==> config.mk <==
export PLATFORM = sky130hd
export DESIGN_NAME = adcc_top
export DESIGN_NICKNAME = d
export VERILOG_FILES = /design/src/adcc_pkg.sv /design/src/adcc_sar.sv /design/src/adcc_top.sv
export SDC_FILE = /design/constraint.sdc
export NUM_CORES = 1
export LEC_CHECK = 0
export BUFFER_PORTS_ARGS = -buffer_cell sky130_fd_sc_hd__buf_2
export CAP_MARGIN = 10
export CELL_PAD_IN_SITES_DETAIL_PLACEMENT = 0
export CELL_PAD_IN_SITES_GLOBAL_PLACEMENT = 1
export CORE_MARGIN = 5
export CORE_UTILIZATION = 45
export CTS_BUF_LIST = sky130_fd_sc_hd__clkbuf_4 sky130_fd_sc_hd__clkbuf_8 sky130_fd_sc_hd__clkbuf_16
export CTS_CLUSTER_SIZE = 16
export DETAILED_ROUTE_END_ITERATION = 10
export PLACE_DENSITY = 0.95
export SYNTH_ARGS = -nofsm -noshare
export SYNTH_HDL_FRONTEND = slang
export SYNTH_SLANG_ARGS = --single-unit
==> constraint.sdc <==
create_clock -name mclk_i -period 7.12 [get_ports mclk_i]
set_input_delay 0.712 -clock mclk_i [delete_from_list [all_inputs] [get_ports mclk_i]]
set_output_delay 0.712 -clock mclk_i [all_outputs]
set_load 0.05 [all_outputs]
==> src/adcc_pkg.sv <==
// Purpose: shared constants and types of the converter control block
// Assumes: 20 MHz mclk_i, Avalon-MM register slave with byte addresses
// Notes:   cycle counts derive from times in ns; least times round up
package adcc_pkg;

	// Clock and timing
	localparam int CLK_PERIOD_NS = 50;
	localparam int CONV_MAX_NS   = 15000;
	localparam int CONV_MAX_CYC  = CONV_MAX_NS / CLK_PERIOD_NS;
	localparam int SAMPLE_NS     = 2000;
	localparam int SAMPLE_CYC    = (SAMPLE_NS + CLK_PERIOD_NS - 1) / CLK_PERIOD_NS;
	localparam int BIT_NS        = 400;
	localparam int BIT_CYC       = (BIT_NS + CLK_PERIOD_NS - 1) / CLK_PERIOD_NS;

	// Widths
	localparam int RES_W = 12;
	localparam int CNT_W = 8;
	localparam int DLY_W = 16;

	// Register byte offsets
	localparam logic [4:0] OFS_CTRL   = 5'h00;
	localparam logic [4:0] OFS_DELAY  = 5'h04;
	localparam logic [4:0] OFS_STAT   = 5'h08;
	localparam logic [4:0] OFS_MASK   = 5'h0C;
	localparam logic [4:0] OFS_RESULT = 5'h10;
	localparam logic [4:0] OFS_STATE  = 5'h14;

	// Control field positions
	localparam int CB_DIFF     = 0;
	localparam int CB_CH_LO    = 1;
	localparam int CB_PREF_LO  = 4;
	localparam int CB_NREF_LO  = 6;
	localparam int CB_TRIG     = 8;
	localparam int CB_FILT     = 9;
	localparam int CB_TOUCH_LO = 10;
	localparam int CB_START    = 16;

	// Status and mask bit positions
	localparam int SB_DONE = 0;
	localparam int SB_PEN  = 1;
	localparam int SB_N    = 2;

	// Reset values and the first trial code
	localparam logic [DLY_W-1:0] DELAY_RST = 16'h0000;
	localparam logic [SB_N-1:0]  MASK_RST  = 2'h0;
	localparam logic [2:0]       CH_RST    = 3'h0;
	localparam logic [3:0]       TOUCH_RST = 4'h0;
	localparam logic [RES_W-1:0] SAR_MID   = 12'h800;

	typedef enum logic [1:0] {
		PREF_SUPPLY = 2'b00,
		PREF_PIN    = 2'b01,
		PREF_IN0    = 2'b10,
		PREF_IN3    = 2'b11
	} adcc_pref_t;

	typedef enum logic [1:0] {
		NREF_SUPPLY = 2'b00,
		NREF_IN1    = 2'b01,
		NREF_IN2    = 2'b10
	} adcc_nref_t;

	typedef enum logic [1:0] {
		ST_IDLE  = 2'b00,
		ST_DELAY = 2'b01,
		ST_CONV  = 2'b10
	} adcc_seq_t;

	typedef enum logic [1:0] {
		SAR_IDLE   = 2'b00,
		SAR_SAMPLE = 2'b01,
		SAR_BIT    = 2'b10
	} adcc_sar_t;

endpackage : adcc_pkg

==> src/adcc_sar.sv <==
// Purpose: successive approximation engine, one 12-bit result per start
// Assumes: cmp_i already synchronised, high when input is above the trial
// Notes:   sample phase then one trial per bit, MSB first
`timescale 1ns/10ps
module adcc_sar (
	input  wire logic              mclk_i,
	input  wire logic              rst_n_i,
	input  wire logic              start_i,
	input  wire logic              cmp_i,
	output logic                   sample_o,
	output logic [11:0]            dac_code_o,
	output logic [11:0]            result_o,
	output logic                   done_o
);
	import adcc_pkg::*;

	localparam int CONV_LIM = CONV_MAX_CYC;

	adcc_sar_t         st;
	logic [CNT_W-1:0]  cnt;
	logic [3:0]        idx;
	logic [11:0]       kept;

	// Trial bit kept or dropped by the comparator
	always_comb
	begin
		kept = dac_code_o;
		kept[idx] = cmp_i;
	end

	// Sample, then twelve timed trials
	always_ff @(posedge mclk_i)
	begin
		done_o <= 1'b0;
		if (!rst_n_i)
		begin
			st         <= SAR_IDLE;
			cnt        <= '0;
			idx        <= 4'hB;
			sample_o   <= 1'b0;
			dac_code_o <= 12'h000;
			result_o   <= 12'h000;
		end
		else
		begin
			case (st)
				SAR_IDLE:
				begin
					if (start_i)
					begin
						st       <= SAR_SAMPLE;
						sample_o <= 1'b1;
						cnt      <= CNT_W'(SAMPLE_CYC - 1);
					end
				end
				SAR_SAMPLE:
				begin
					if (cnt == '0)
					begin
						st         <= SAR_BIT;
						sample_o   <= 1'b0;
						dac_code_o <= SAR_MID;
						idx        <= 4'hB;
						cnt        <= CNT_W'(BIT_CYC - 1);
					end
					else
						cnt <= cnt - 1'b1;
				end
				SAR_BIT:
				begin
					if (cnt != '0)
						cnt <= cnt - 1'b1;
					else if (idx == 4'h0)
					begin
						result_o   <= kept;
						dac_code_o <= kept;
						done_o     <= 1'b1;
						st         <= SAR_IDLE;
					end
					else
					begin
						dac_code_o          <= kept;
						dac_code_o[idx - 1] <= 1'b1;
						idx                 <= idx - 1'b1;
						cnt                 <= CNT_W'(BIT_CYC - 1);
					end
				end
				default: st <= SAR_IDLE;
			endcase
		end
	end

	conv_time_a: assert property (@(posedge mclk_i) disable iff (!rst_n_i)
		(start_i && st == SAR_IDLE) |-> ##[1:CONV_LIM] done_o)
		else $error("conversion exceeded its time limit");

	sample_first_a: assert property (@(posedge mclk_i) disable iff (!rst_n_i)
		(start_i && st == SAR_IDLE) |=> sample_o ##1 (sample_o || st == SAR_BIT))
		else $error("conversion did not open with a sample phase");

	done_pulse_a: assert property (@(posedge mclk_i) disable iff (!rst_n_i)
		done_o |-> result_o == $past(kept) ##1 !done_o)
		else $error("done not a single pulse with its result");

endmodule : adcc_sar

==> src/adcc_top.sv <==
// Purpose: converter control with channel, reference, trigger and touch logic
// Assumes: Avalon-MM slave, one clock, comparator and pen inputs are async
// Notes:   waitrequest drops one cycle after a request; interrupt is a level
//
// Implementation choices: the Avalon-MM register port and the placing of the registers.
`timescale 1ns/10ps

// Functional notes
// - Eight inputs, or four differential pairs
// - Each conversion yields a twelve-bit result
// - Conversion completes within fifteen microseconds
// - External trigger starts after programmed delay
// - Done flag polled, optional interrupt raised
// - Single-ended: convert chosen channel, then stop
// - Differential: convert chosen pair, then stop
// - Positive reference from four sources
// - Negative reference from three sources
// - Drive touchscreen switches on four inputs
// - Detect pen-down and report it
// - Route mux output to external filter pins
module adcc_top (
	input  wire logic                 mclk_i,
	input  wire logic                 rst_n_i,
	input  wire logic [4:0]           avs_address_i,
	input  wire logic                 avs_read_i,
	input  wire logic                 avs_write_i,
	input  wire logic [31:0]          avs_writedata_i,
	input  wire logic [3:0]           avs_byteenable_i,
	output logic [31:0]               avs_readdata_o,
	output logic                      avs_waitrequest_o,
	output logic                      irq_o,
	input  wire logic                 cmp_i,
	input  wire logic                 pen_i,
	input  wire logic                 ext_trig_i,
	output logic [2:0]                ch_sel_o,
	output logic                      diff_mode_o,
	output adcc_pkg::adcc_pref_t      pos_ref_o,
	output adcc_pkg::adcc_nref_t      neg_ref_o,
	output logic                      ext_filter_o,
	output logic [3:0]                touch_sw_o,
	output logic                      sample_o,
	output logic [11:0]               dac_code_o
);
	import adcc_pkg::*;

	// Merge write data into a register under byte enables
	function automatic logic [31:0] be_merge(
		input logic [31:0] old,
		input logic [31:0] wd,
		input logic [3:0]  be
	);
		logic [31:0] r;
		r = old;
		for (int i = 0; i < 4; i++)
			if (be[i])
				r[8*i +: 8] = wd[8*i +: 8];
		return r;
	endfunction : be_merge

	// Synchronisers and edge history
	logic [2:0]             sync1;
	logic [2:0]             sync2;
	logic                   pen_q;
	logic                   trig_q;

	// Registers and sequencer state
	logic                   trig_en;
	logic [DLY_W-1:0]       dly;
	logic [DLY_W-1:0]       dly_cnt;
	logic [SB_N-1:0]        sts;
	logic [SB_N-1:0]        msk;
	adcc_seq_t              st;
	logic                   conv_go;
	logic [11:0]            result;
	logic                   sar_done;

	// Decode and combinational terms
	logic                   wr_go;
	logic [31:0]            ctrl_word;
	logic [31:0]            ctrl_new;
	logic                   sw_start;
	logic                   trig_hit;
	logic                   pen_rise;
	logic                   launch;
	logic [SB_N-1:0]        w1c;
	logic [SB_N-1:0]        next_sts;
	logic [31:0]            rd_mux;
	logic [31:0]            dly_new;
	logic [31:0]            msk_new;

	// Two flops before any logic sees the pins
	always_ff @(posedge mclk_i)
	begin
		if (!rst_n_i)
		begin
			sync1 <= 3'h0;
			sync2 <= 3'h0;
		end
		else
		begin
			sync1 <= {ext_trig_i, pen_i, cmp_i};
			sync2 <= sync1;
		end
	end

	// Edge history for trigger and pen
	always_ff @(posedge mclk_i)
	begin
		if (!rst_n_i)
		begin
			pen_q  <= 1'b0;
			trig_q <= 1'b0;
		end
		else
		begin
			pen_q  <= sync2[1];
			trig_q <= sync2[2];
		end
	end

	assign pen_rise = sync2[1] & ~pen_q;
	assign trig_hit = trig_en & sync2[2] & ~trig_q;

	// Waitrequest: low for exactly one cycle per access
	always_ff @(posedge mclk_i)
	begin
		if (!rst_n_i)
			avs_waitrequest_o <= 1'b1;
		else if ((avs_read_i || avs_write_i) && avs_waitrequest_o)
			avs_waitrequest_o <= 1'b0;
		else
			avs_waitrequest_o <= 1'b1;
	end

	assign wr_go = avs_write_i & ~avs_waitrequest_o;

	// Control word as software sees it; start always reads zero
	always_comb
	begin
		ctrl_word = 32'h0000_0000;
		ctrl_word[CB_DIFF] = diff_mode_o;
		ctrl_word[CB_CH_LO +: 3] = ch_sel_o;
		ctrl_word[CB_PREF_LO +: 2] = pos_ref_o;
		ctrl_word[CB_NREF_LO +: 2] = neg_ref_o;
		ctrl_word[CB_TRIG] = trig_en;
		ctrl_word[CB_FILT] = ext_filter_o;
		ctrl_word[CB_TOUCH_LO +: 4] = touch_sw_o;
	end

	assign ctrl_new = be_merge(ctrl_word, avs_writedata_i, avs_byteenable_i);
	assign sw_start = wr_go && avs_address_i == OFS_CTRL && ctrl_new[CB_START];

	// Control register: mode, channel, references, routing, touch
	always_ff @(posedge mclk_i)
	begin
		if (!rst_n_i)
		begin
			diff_mode_o  <= 1'b0;
			ch_sel_o     <= CH_RST;
			pos_ref_o    <= PREF_SUPPLY;
			neg_ref_o    <= NREF_SUPPLY;
			trig_en      <= 1'b0;
			ext_filter_o <= 1'b0;
			touch_sw_o   <= TOUCH_RST;
		end
		else if (wr_go && avs_address_i == OFS_CTRL)
		begin
			diff_mode_o  <= ctrl_new[CB_DIFF];
			// In pair mode only the low two bits pick the pair
			ch_sel_o     <= ctrl_new[CB_CH_LO +: 3];
			pos_ref_o    <= adcc_pref_t'(ctrl_new[CB_PREF_LO +: 2]);
			// Code three names no source, so it falls back to supply
			if (ctrl_new[CB_NREF_LO +: 2] == 2'b11)
				neg_ref_o <= NREF_SUPPLY;
			else
				neg_ref_o <= adcc_nref_t'(ctrl_new[CB_NREF_LO +: 2]);
			trig_en      <= ctrl_new[CB_TRIG];
			ext_filter_o <= ctrl_new[CB_FILT];
			touch_sw_o   <= ctrl_new[CB_TOUCH_LO +: 4];
		end
	end

	// Delay and mask registers; merged words are sliced here, not at the call
	assign dly_new = be_merge({16'h0000, dly}, avs_writedata_i, avs_byteenable_i);
	assign msk_new = be_merge({30'h0, msk}, avs_writedata_i, avs_byteenable_i);

	always_ff @(posedge mclk_i)
	begin
		if (!rst_n_i)
		begin
			dly <= DELAY_RST;
			msk <= MASK_RST;
		end
		else if (wr_go)
		begin
			if (avs_address_i == OFS_DELAY)
				dly <= dly_new[DLY_W-1:0];
			if (avs_address_i == OFS_MASK)
				msk <= msk_new[SB_N-1:0];
		end
	end

	// A start is taken only from idle; anything else is dropped
	assign launch = (st == ST_IDLE) && (sw_start || trig_hit);

	// Sequencer: idle, trigger delay, one conversion, back to idle
	always_ff @(posedge mclk_i)
	begin
		conv_go <= 1'b0;
		if (!rst_n_i)
		begin
			st      <= ST_IDLE;
			dly_cnt <= '0;
		end
		else
		begin
			case (st)
				ST_IDLE:
				begin
					if (sw_start || (trig_hit && dly == '0))
					begin
						conv_go <= 1'b1;
						st      <= ST_CONV;
					end
					else if (trig_hit)
					begin
						dly_cnt <= dly;
						st      <= ST_DELAY;
					end
				end
				ST_DELAY:
				begin
					if (dly_cnt == 16'h0001)
					begin
						conv_go <= 1'b1;
						st      <= ST_CONV;
					end
					dly_cnt <= dly_cnt - 1'b1;
				end
				ST_CONV:
				begin
					// One conversion only, then wait for the next start
					if (sar_done)
						st <= ST_IDLE;
				end
				default: st <= ST_IDLE;
			endcase
		end
	end

	adcc_sar adcc_sar_inst (
		.mclk_i     (mclk_i),
		.rst_n_i    (rst_n_i),
		.start_i    (conv_go),
		.cmp_i      (sync2[0]),
		.sample_o   (sample_o),
		.dac_code_o (dac_code_o),
		.result_o   (result),
		.done_o     (sar_done)
	);

	// Sticky status: set beats write-one clear
	always_comb
	begin
		w1c = '0;
		if (wr_go && avs_address_i == OFS_STAT)
			w1c = avs_writedata_i[SB_N-1:0] & {SB_N{avs_byteenable_i[0]}};
		next_sts = sts & ~w1c;
		if (launch)
			next_sts[SB_DONE] = 1'b0;
		if (sar_done)
			next_sts[SB_DONE] = 1'b1;
		if (pen_rise)
			next_sts[SB_PEN] = 1'b1;
	end

	always_ff @(posedge mclk_i)
	begin
		if (!rst_n_i)
			sts <= '0;
		else
			sts <= next_sts;
	end

	// Level interrupt, one cycle behind the status bits
	always_ff @(posedge mclk_i)
	begin
		if (!rst_n_i)
			irq_o <= 1'b0;
		else
			irq_o <= |(sts & msk);
	end

	// Read multiplexer; unmapped offsets read zero
	always_comb
	begin
		rd_mux = 32'h0000_0000;
		case (avs_address_i)
			OFS_CTRL:   rd_mux = ctrl_word;
			OFS_DELAY:  rd_mux[DLY_W-1:0] = dly;
			OFS_STAT:   rd_mux[SB_N-1:0] = sts;
			OFS_MASK:   rd_mux[SB_N-1:0] = msk;
			OFS_RESULT: rd_mux[RES_W-1:0] = result;
			OFS_STATE:  rd_mux[2:0] = {st == ST_DELAY, sync2[1], st != ST_IDLE};
			default:    rd_mux = 32'h0000_0000;
		endcase
	end

	// Read data stands from the cycle waitrequest drops
	always_ff @(posedge mclk_i)
	begin
		if (!rst_n_i)
			avs_readdata_o <= 32'h0000_0000;
		else if (avs_read_i && avs_waitrequest_o)
			avs_readdata_o <= rd_mux;
	end

	ans_wait_a: assert property (@(posedge mclk_i) disable iff (!rst_n_i)
		((avs_read_i || avs_write_i) && avs_waitrequest_o) |=> !avs_waitrequest_o)
		else $error("bus access not answered in one cycle");

	done_flag_a: assert property (@(posedge mclk_i) disable iff (!rst_n_i)
		sar_done |=> sts[SB_DONE] && st == ST_IDLE)
		else $error("done flag not set after conversion");

	irq_level_a: assert property (@(posedge mclk_i) disable iff (!rst_n_i)
		##1 irq_o == $past(|(sts & msk)))
		else $error("interrupt does not follow masked status");

	busy_ignore_a: assert property (@(posedge mclk_i) disable iff (!rst_n_i)
		(st == ST_CONV && !sar_done && sw_start) |=> st == ST_CONV && !conv_go)
		else $error("start taken during a conversion");

	start_clear_a: assert property (@(posedge mclk_i) disable iff (!rst_n_i)
		launch |=> !sts[SB_DONE])
		else $error("start did not clear done");

	pen_event_a: assert property (@(posedge mclk_i) disable iff (!rst_n_i)
		pen_rise |=> sts[SB_PEN])
		else $error("pen-down not reported");

	trig_delay_a: assert property (@(posedge mclk_i) disable iff (!rst_n_i)
		(st == ST_IDLE && trig_hit && !sw_start && dly != '0)
			|=> st == ST_DELAY && dly_cnt == $past(dly) && !conv_go)
		else $error("trigger delay not honoured");

	delay_hold_a: assert property (@(posedge mclk_i) disable iff (!rst_n_i)
		(st == ST_DELAY && dly_cnt != 16'h0001) |=> st == ST_DELAY && !conv_go)
		else $error("conversion began before the delay ran out");

	delay_go_a: assert property (@(posedge mclk_i) disable iff (!rst_n_i)
		(st == ST_DELAY && dly_cnt == 16'h0001) |=> st == ST_CONV && conv_go)
		else $error("conversion did not follow the delay");

	route_sel_a: assert property (@(posedge mclk_i) disable iff (!rst_n_i)
		(wr_go && avs_address_i == OFS_CTRL && avs_byteenable_i[1])
			|=> ext_filter_o == $past(avs_writedata_i[CB_FILT]))
		else $error("filter routing bit not stored");

endmodule : adcc_top

; Yosys cells after proc, flatten, opt, wreduce, memory -nomap -nowiden
; Cells that the tools add are included.
[word_totals]
regBits = 119
in_bits = 48
wordCells = 162
[classes]
add_sub_neg = 4
order_cmp = 4
eq_ne = 22
muxes = 50
bitwise = 15
reduce_logical = 39
[op_table]
columns = cell, count
row1 = $mux W8, 5
row2 = $mux W12, 3
row3 = $ge A32 B1 Y1 const B, 1
row4 = $lt A32 B5 Y1 const B, 1
row5 = $mux W16, 2
row6 = $pmux W16 S2, 1
row7 = $pmux W9 S3, 1
row8 = $reduce_and A3 Y1, 9
row9 = $pmux W12 S2, 1
row10 = $pmux W8 S3, 1
row11 = $mux W2, 10
row12 = $eq A16 B1 Y1 const B, 1
row13 = $logic_not A16 Y1, 1
row14 = $pmux W4 S2, 2
row15 = $sub A16 B1 Y16 const B, 1
row16 = $bwmux W12, 1
row17 = $mux W1, 12
row18 = $mux W4, 3
row19 = $ne A2 B2 Y1 const B, 6
row20 = $or A12 B12 Y12, 1
row21 = $pmux W2 S3, 2
row22 = $pmux W2 S6, 1
row23 = $eq A5 B4 Y1 const B, 2
row24 = $eq A5 B5 Y1 const B, 2
row25 = other kinds (30), 64

; Longest topological paths before layout
[depth]
word_depth = 9
ltp_mapped = 9
ltp_nobuf = 7

; By module
; Synthesis repeated with hierarchy kept, for this count alone.
[hier_totals]
hier_cells = 683
hier_area_um2 = 5993.2
[by_module_without_submodules]
columns = mod, n_inst, cells_per_inst, area_per_inst_um2
row1 = adcc_top, 1, 416, 3778.6
row2 = adcc_sar, 1, 267, 2214.6

; Least setup slack after synthesis
; OpenSTA, ideal clock, no wires.
[synth_timing]
path_type = input-to-reg
start = in avs_address_i[1]
end = reg neg_ref_o[1]
setup_ns = 0.071
arrival_ns = 2.331
t_required_ns = 7.049
slack_ns = 4.718
path_stages = 5
n_path_buf = 0
path_cell_list = or3_1 -> nor3_2 -> nand3_1 -> or3b_2 -> a21oi_1
[synth_via]
elab_chain_len = 2
[synth_rtl]
columns = element, line_no
row1 = start: declaration, adcc_top.sv:24  ; input wire logic [4:0] avs_address_i,
row2 = $logic_not A5 Y1, adcc_top.sv:166  ; else if (wr_go && avs_address_i == OFS_CTRL)
row3 = $logic_and A1 B1 Y1, adcc_top.sv:166
row4 = end signal: assignment, adcc_top.sv:176  ; neg_ref_o <= adcc_nref_t'(ctrl_new[CB_NREF_LO +: 2]);
row5 = end: declaration, adcc_top.sv:38  ; output adcc_pkg::adcc_nref_t neg_ref_o,
; No other way between the ends.
; A chain may end at the register's enable or synchronous reset.

; Worst setup path after layout
[layout_timing]
start = in avs_address_i[1]
end = reg dly[7]
[layout_via]
elab_chain_len = 2
[layout_rtl]
columns = element, line_no
row1 = $eq A5 B3 Y1, adcc_top.sv:196  ; if (avs_address_i == OFS_DELAY)
row2 = $reduce_and A3 Y1 (no line), --
row3 = end signal: assignment, adcc_top.sv:197  ; dly <= dly_new[DLY_W-1:0];
row4 = end: declaration, adcc_top.sv:68  ; logic [DLY_W-1:0] dly;
; No other way between the ends.

==> run metrics <==
syn avg cell area roughly 8.7 um^2; sum of met3 wire segment lengths after detailed routing 964 um; final weighted congestion in routability-driven placement between 0.8 and 0.9; slowest stage delay, CP slightly above 800 ps; drt first pass iters 5; Inserted Diodes 0; DRT iter0 DRCs 498; Clock Skews between 8 and 9 ps; post-detailed-route DRC marker count 0; top_reg_cell synth sky130_fd_sc_hd__dfxtp_1; Power Dens Cells roughly 260 mW/mm^2; Starting Density between 40 and 50%; worst path buffer plus inverter count 1; Final setup violation count 0; number of sinks handled by clock tree synthesis 119; Post-Synthesis Cells ~670; synthesis-to-finish area growth 17.05%; cell count after placement 874; row count 41; worst endpoint data arrival time 3070 ps; critical setup path kind input pin to flip-flop; largest net degree at the start of global routing between 70 and 80; CP Launch Type input pin; Overall Global Routing Usage roughly a fifth; largest cells by area after synthesis sky130_fd_sc_hd__dfxtp_1 41%, sky130_fd_sc_hd__mux2i_1 9.6%, sky130_fd_sc_hd__nor2_1 5.5%; depth of the worst register-to-register path 5; critical path data required time 7390 ps; Max IR drop VDD between 150 and 200 uV; Final HPWL DP about 11000 um; Crit. End Element flip-flop; Max transition margin between 20% and 30%; number of buffers inserted by post-CTS setup repair 0; DRT met1 WL between 6000 and 7000 um; maximum number of buffers from clock root to sink 2; summed negative setup slack over all endpoints 0 ps; flip-flop and latch area approximately 0.0024 mm^2; worst-path maximum fanout 8; clock transition time at the flip-flop clock pins of the worst setup and hold paths ~50 ps; count of vias placed by the detailed router approximately 5100; sequential-to-total area share from yosys stat approximately two fifths; post-layout worst setup margin 4320 ps; number of hold buffers added after CTS 0; non-filler cells, final between 900 and 1000; post-route minimum period 2800 ps; synthesized cell area 0.005753 mm^2; run status finished, final reports clean; setup repair after global routing missed its margin no; Hold Crit Class flip-flop to flip-flop; Post-DP Area between 0.006 and 0.007 mm^2; final worst-path cycle share about two fifths; EDFF count, synth 0; Worst path slowest cell sky130_fd_sc_hd__nor2b_1; top post-synthesis cells by count 119 x sky130_fd_sc_hd__dfxtp_1, 85 x sky130_fd_sc_hd__nor2_1, 55 x sky130_fd_sc_hd__mux2i_1; nets@finish slightly below 800; final routed wirelength across all metal layers between 15000 and 20000 um; first-pass GRT wire length 24360 um; clock tree from TritonCTS yes; worst-skew pair later-pin latency between 400 and 500 ps; Synth cell types just under 60; flip-flop and latch count after synthesis around 120; Die Area between 0.015 and 0.02 mm^2; Ys Warns 0; Non-Filler Cell Area, Final between 0.006 and 0.007 mm^2; clk root buf sky130_fd_sc_hd__clkbuf_16; width of the chip roughly 120 um; crit-path cells buf_2 -> or3_1 -> nor3b_1 -> nor2b_1 -> mux2i_1 -> nor2_1; area share of the largest cell type after synthesis roughly two fifths; routed wire length per instance approximately 17 um; io pins between 100 and 150; input/output buffers 75; Core Box Area 0.01257 mm^2; biggest area consumer among synthesized cells sky130_fd_sc_hd__dfxtp_1; TritonCTS buffer count 17; total count of hold-check failures in the final report 0; Die Y 123.1 um; number of gates on the worst path with buffers counted 6; area of combinational cells with multiple inputs 0.003113 mm^2; Clock H-tree levels 4; number of resized instances in the post-cts repair step 0; Post-Route Hold Slack between 400 and 500 ps; family with the most delay on the worst path simple AND/OR/NAND/NOR gates; Highest Clock Rate 357.2 MHz; initial antenna violation count 0; slew at the pin closest to its max-slew limit approximately 1100 ps; leakage power total around 2.8 nW; number of maximum-capacitance constraint violations 0; ys async rst share 0%; uppermost signal routing layer after detailed routing met4; fraction of final layout cells with drive strength greater than 1 around 18%; number of inserted filler cells in the final layout around 1200; worst hold path depth 1; met2 WL post-DR around 7200 um; dominant cell by count in the synthesized netlist sky130_fd_sc_hd__dfxtp_1; worst slack, placed a little under 4000 ps; pins over their slew limit 0; total overflow reported by the global router 0; average vias per placed instance between 5 and 6; number of global-route vias before repair roughly 5000; antenna-violating nets left 0
worst register-to-register path, delay by kind of cell, from the launching register on:
family             cells  cell delay (ps)
AOI/OAI and AO/OA      4             1610
and+or+nand+nor        1              490
DFF                    1              330
where the power goes:
part / switching (mW) / internal [mW] / leakage (nW)
logic: 0.135 / 0.0590 / 1.59
registers: 0.0137 / 0.683 / 0.961
clock network: 0.292 / 0.550 / 0.287
total: 0.441 / 1.29 / 2.84
worst paths after layout:
check	slack, ps	start	to
worst max-delay path	4320	avs_address_i[1]	dly[7]$_SDFFE_PN0P_
worst min-delay path	440	sync1[2]$_SDFF_PN0_	sync2[2]$_SDFF_PN0_
worst max register to register	4580	adcc_sar_inst.cnt[2]$_SDFFE_PN0P_	adcc_sar_inst.dac_code_o[0]$_SDFFE_PN0P_
worst min register to register	440	sync1[2]$_SDFF_PN0_	sync2[2]$_SDFF_PN0_
cells in the final DEF, fill, tap and decap left out, types with 15 or more instances in the layout:
cell / n
sky130_fd_sc_hd__clkbuf_16: 17
sky130_fd_sc_hd__conb_1: 16
sky130_fd_sc_hd__buf_2: 75
sky130_fd_sc_hd__ha_1: 15
sky130_fd_sc_hd__a21oi_1: 29
sky130_fd_sc_hd__mux2i_1: 55
sky130_fd_sc_hd__nor2_1: 85
sky130_fd_sc_hd__dfxtp_1: 119
sky130_fd_sc_hd__nand2_1: 52
sky130_fd_sc_hd__o21ai_0: 42
layer usage:
metal / track usage (%) / up-vias
li1: - / 2464
met3: 5.444 / 21
met2: 33.24 / 149
met4: 8.166 / 0
met5: 0 / -
met1: 25.99 / 2436
cell families after synthesis:
group,after synthesis,synth area share [%]
AOI/OAI and AO/OA,152,17.07
xor gates and xnor gates,8,1.218
adders and majority gates,15,3.262
buffers and inverters,67,5.568
DFF,119,41.41
muxes,57,10.35
other,1,0.06518
and+or+nand+nor,246,21.05
cell type report:
cell class	instances	area share [%]
sequential	119	35.38
multi-input combinational	494	46.23
clock inverter	8	1.449
timing repair buffer	77	5.797
tap	172	3.196
inverter	12	0.6689
clock buffer	24	7.284
state kept, by name, indices dropped and copies added (netlist names), 4 cells and up:
register / cells
touch_sw_o: 4
dly: 16
avs_readdata_o: 16
adcc_sar_inst.cnt: 8
dly_cnt: 16
adcc_sar_inst.result_o: 12
adcc_sar_inst.dac_code_o: 12
adcc_sar_inst.idx: 4
metrics by stage:
| step | total power [mW] | util (%) |
|---|---|---|
| after floorplan | 0.8612 | - |
| after global placement | 0.8971 | 48.90 |
| after detailed placement | 0.9017 | 48.90 |
| after CTS | 1.743 | 53.58 |
| after global routing | 1.810 | 53.58 |
| final | 1.733 | 53.58 |
Note: power is estimated with default switching activity, not from simulation.
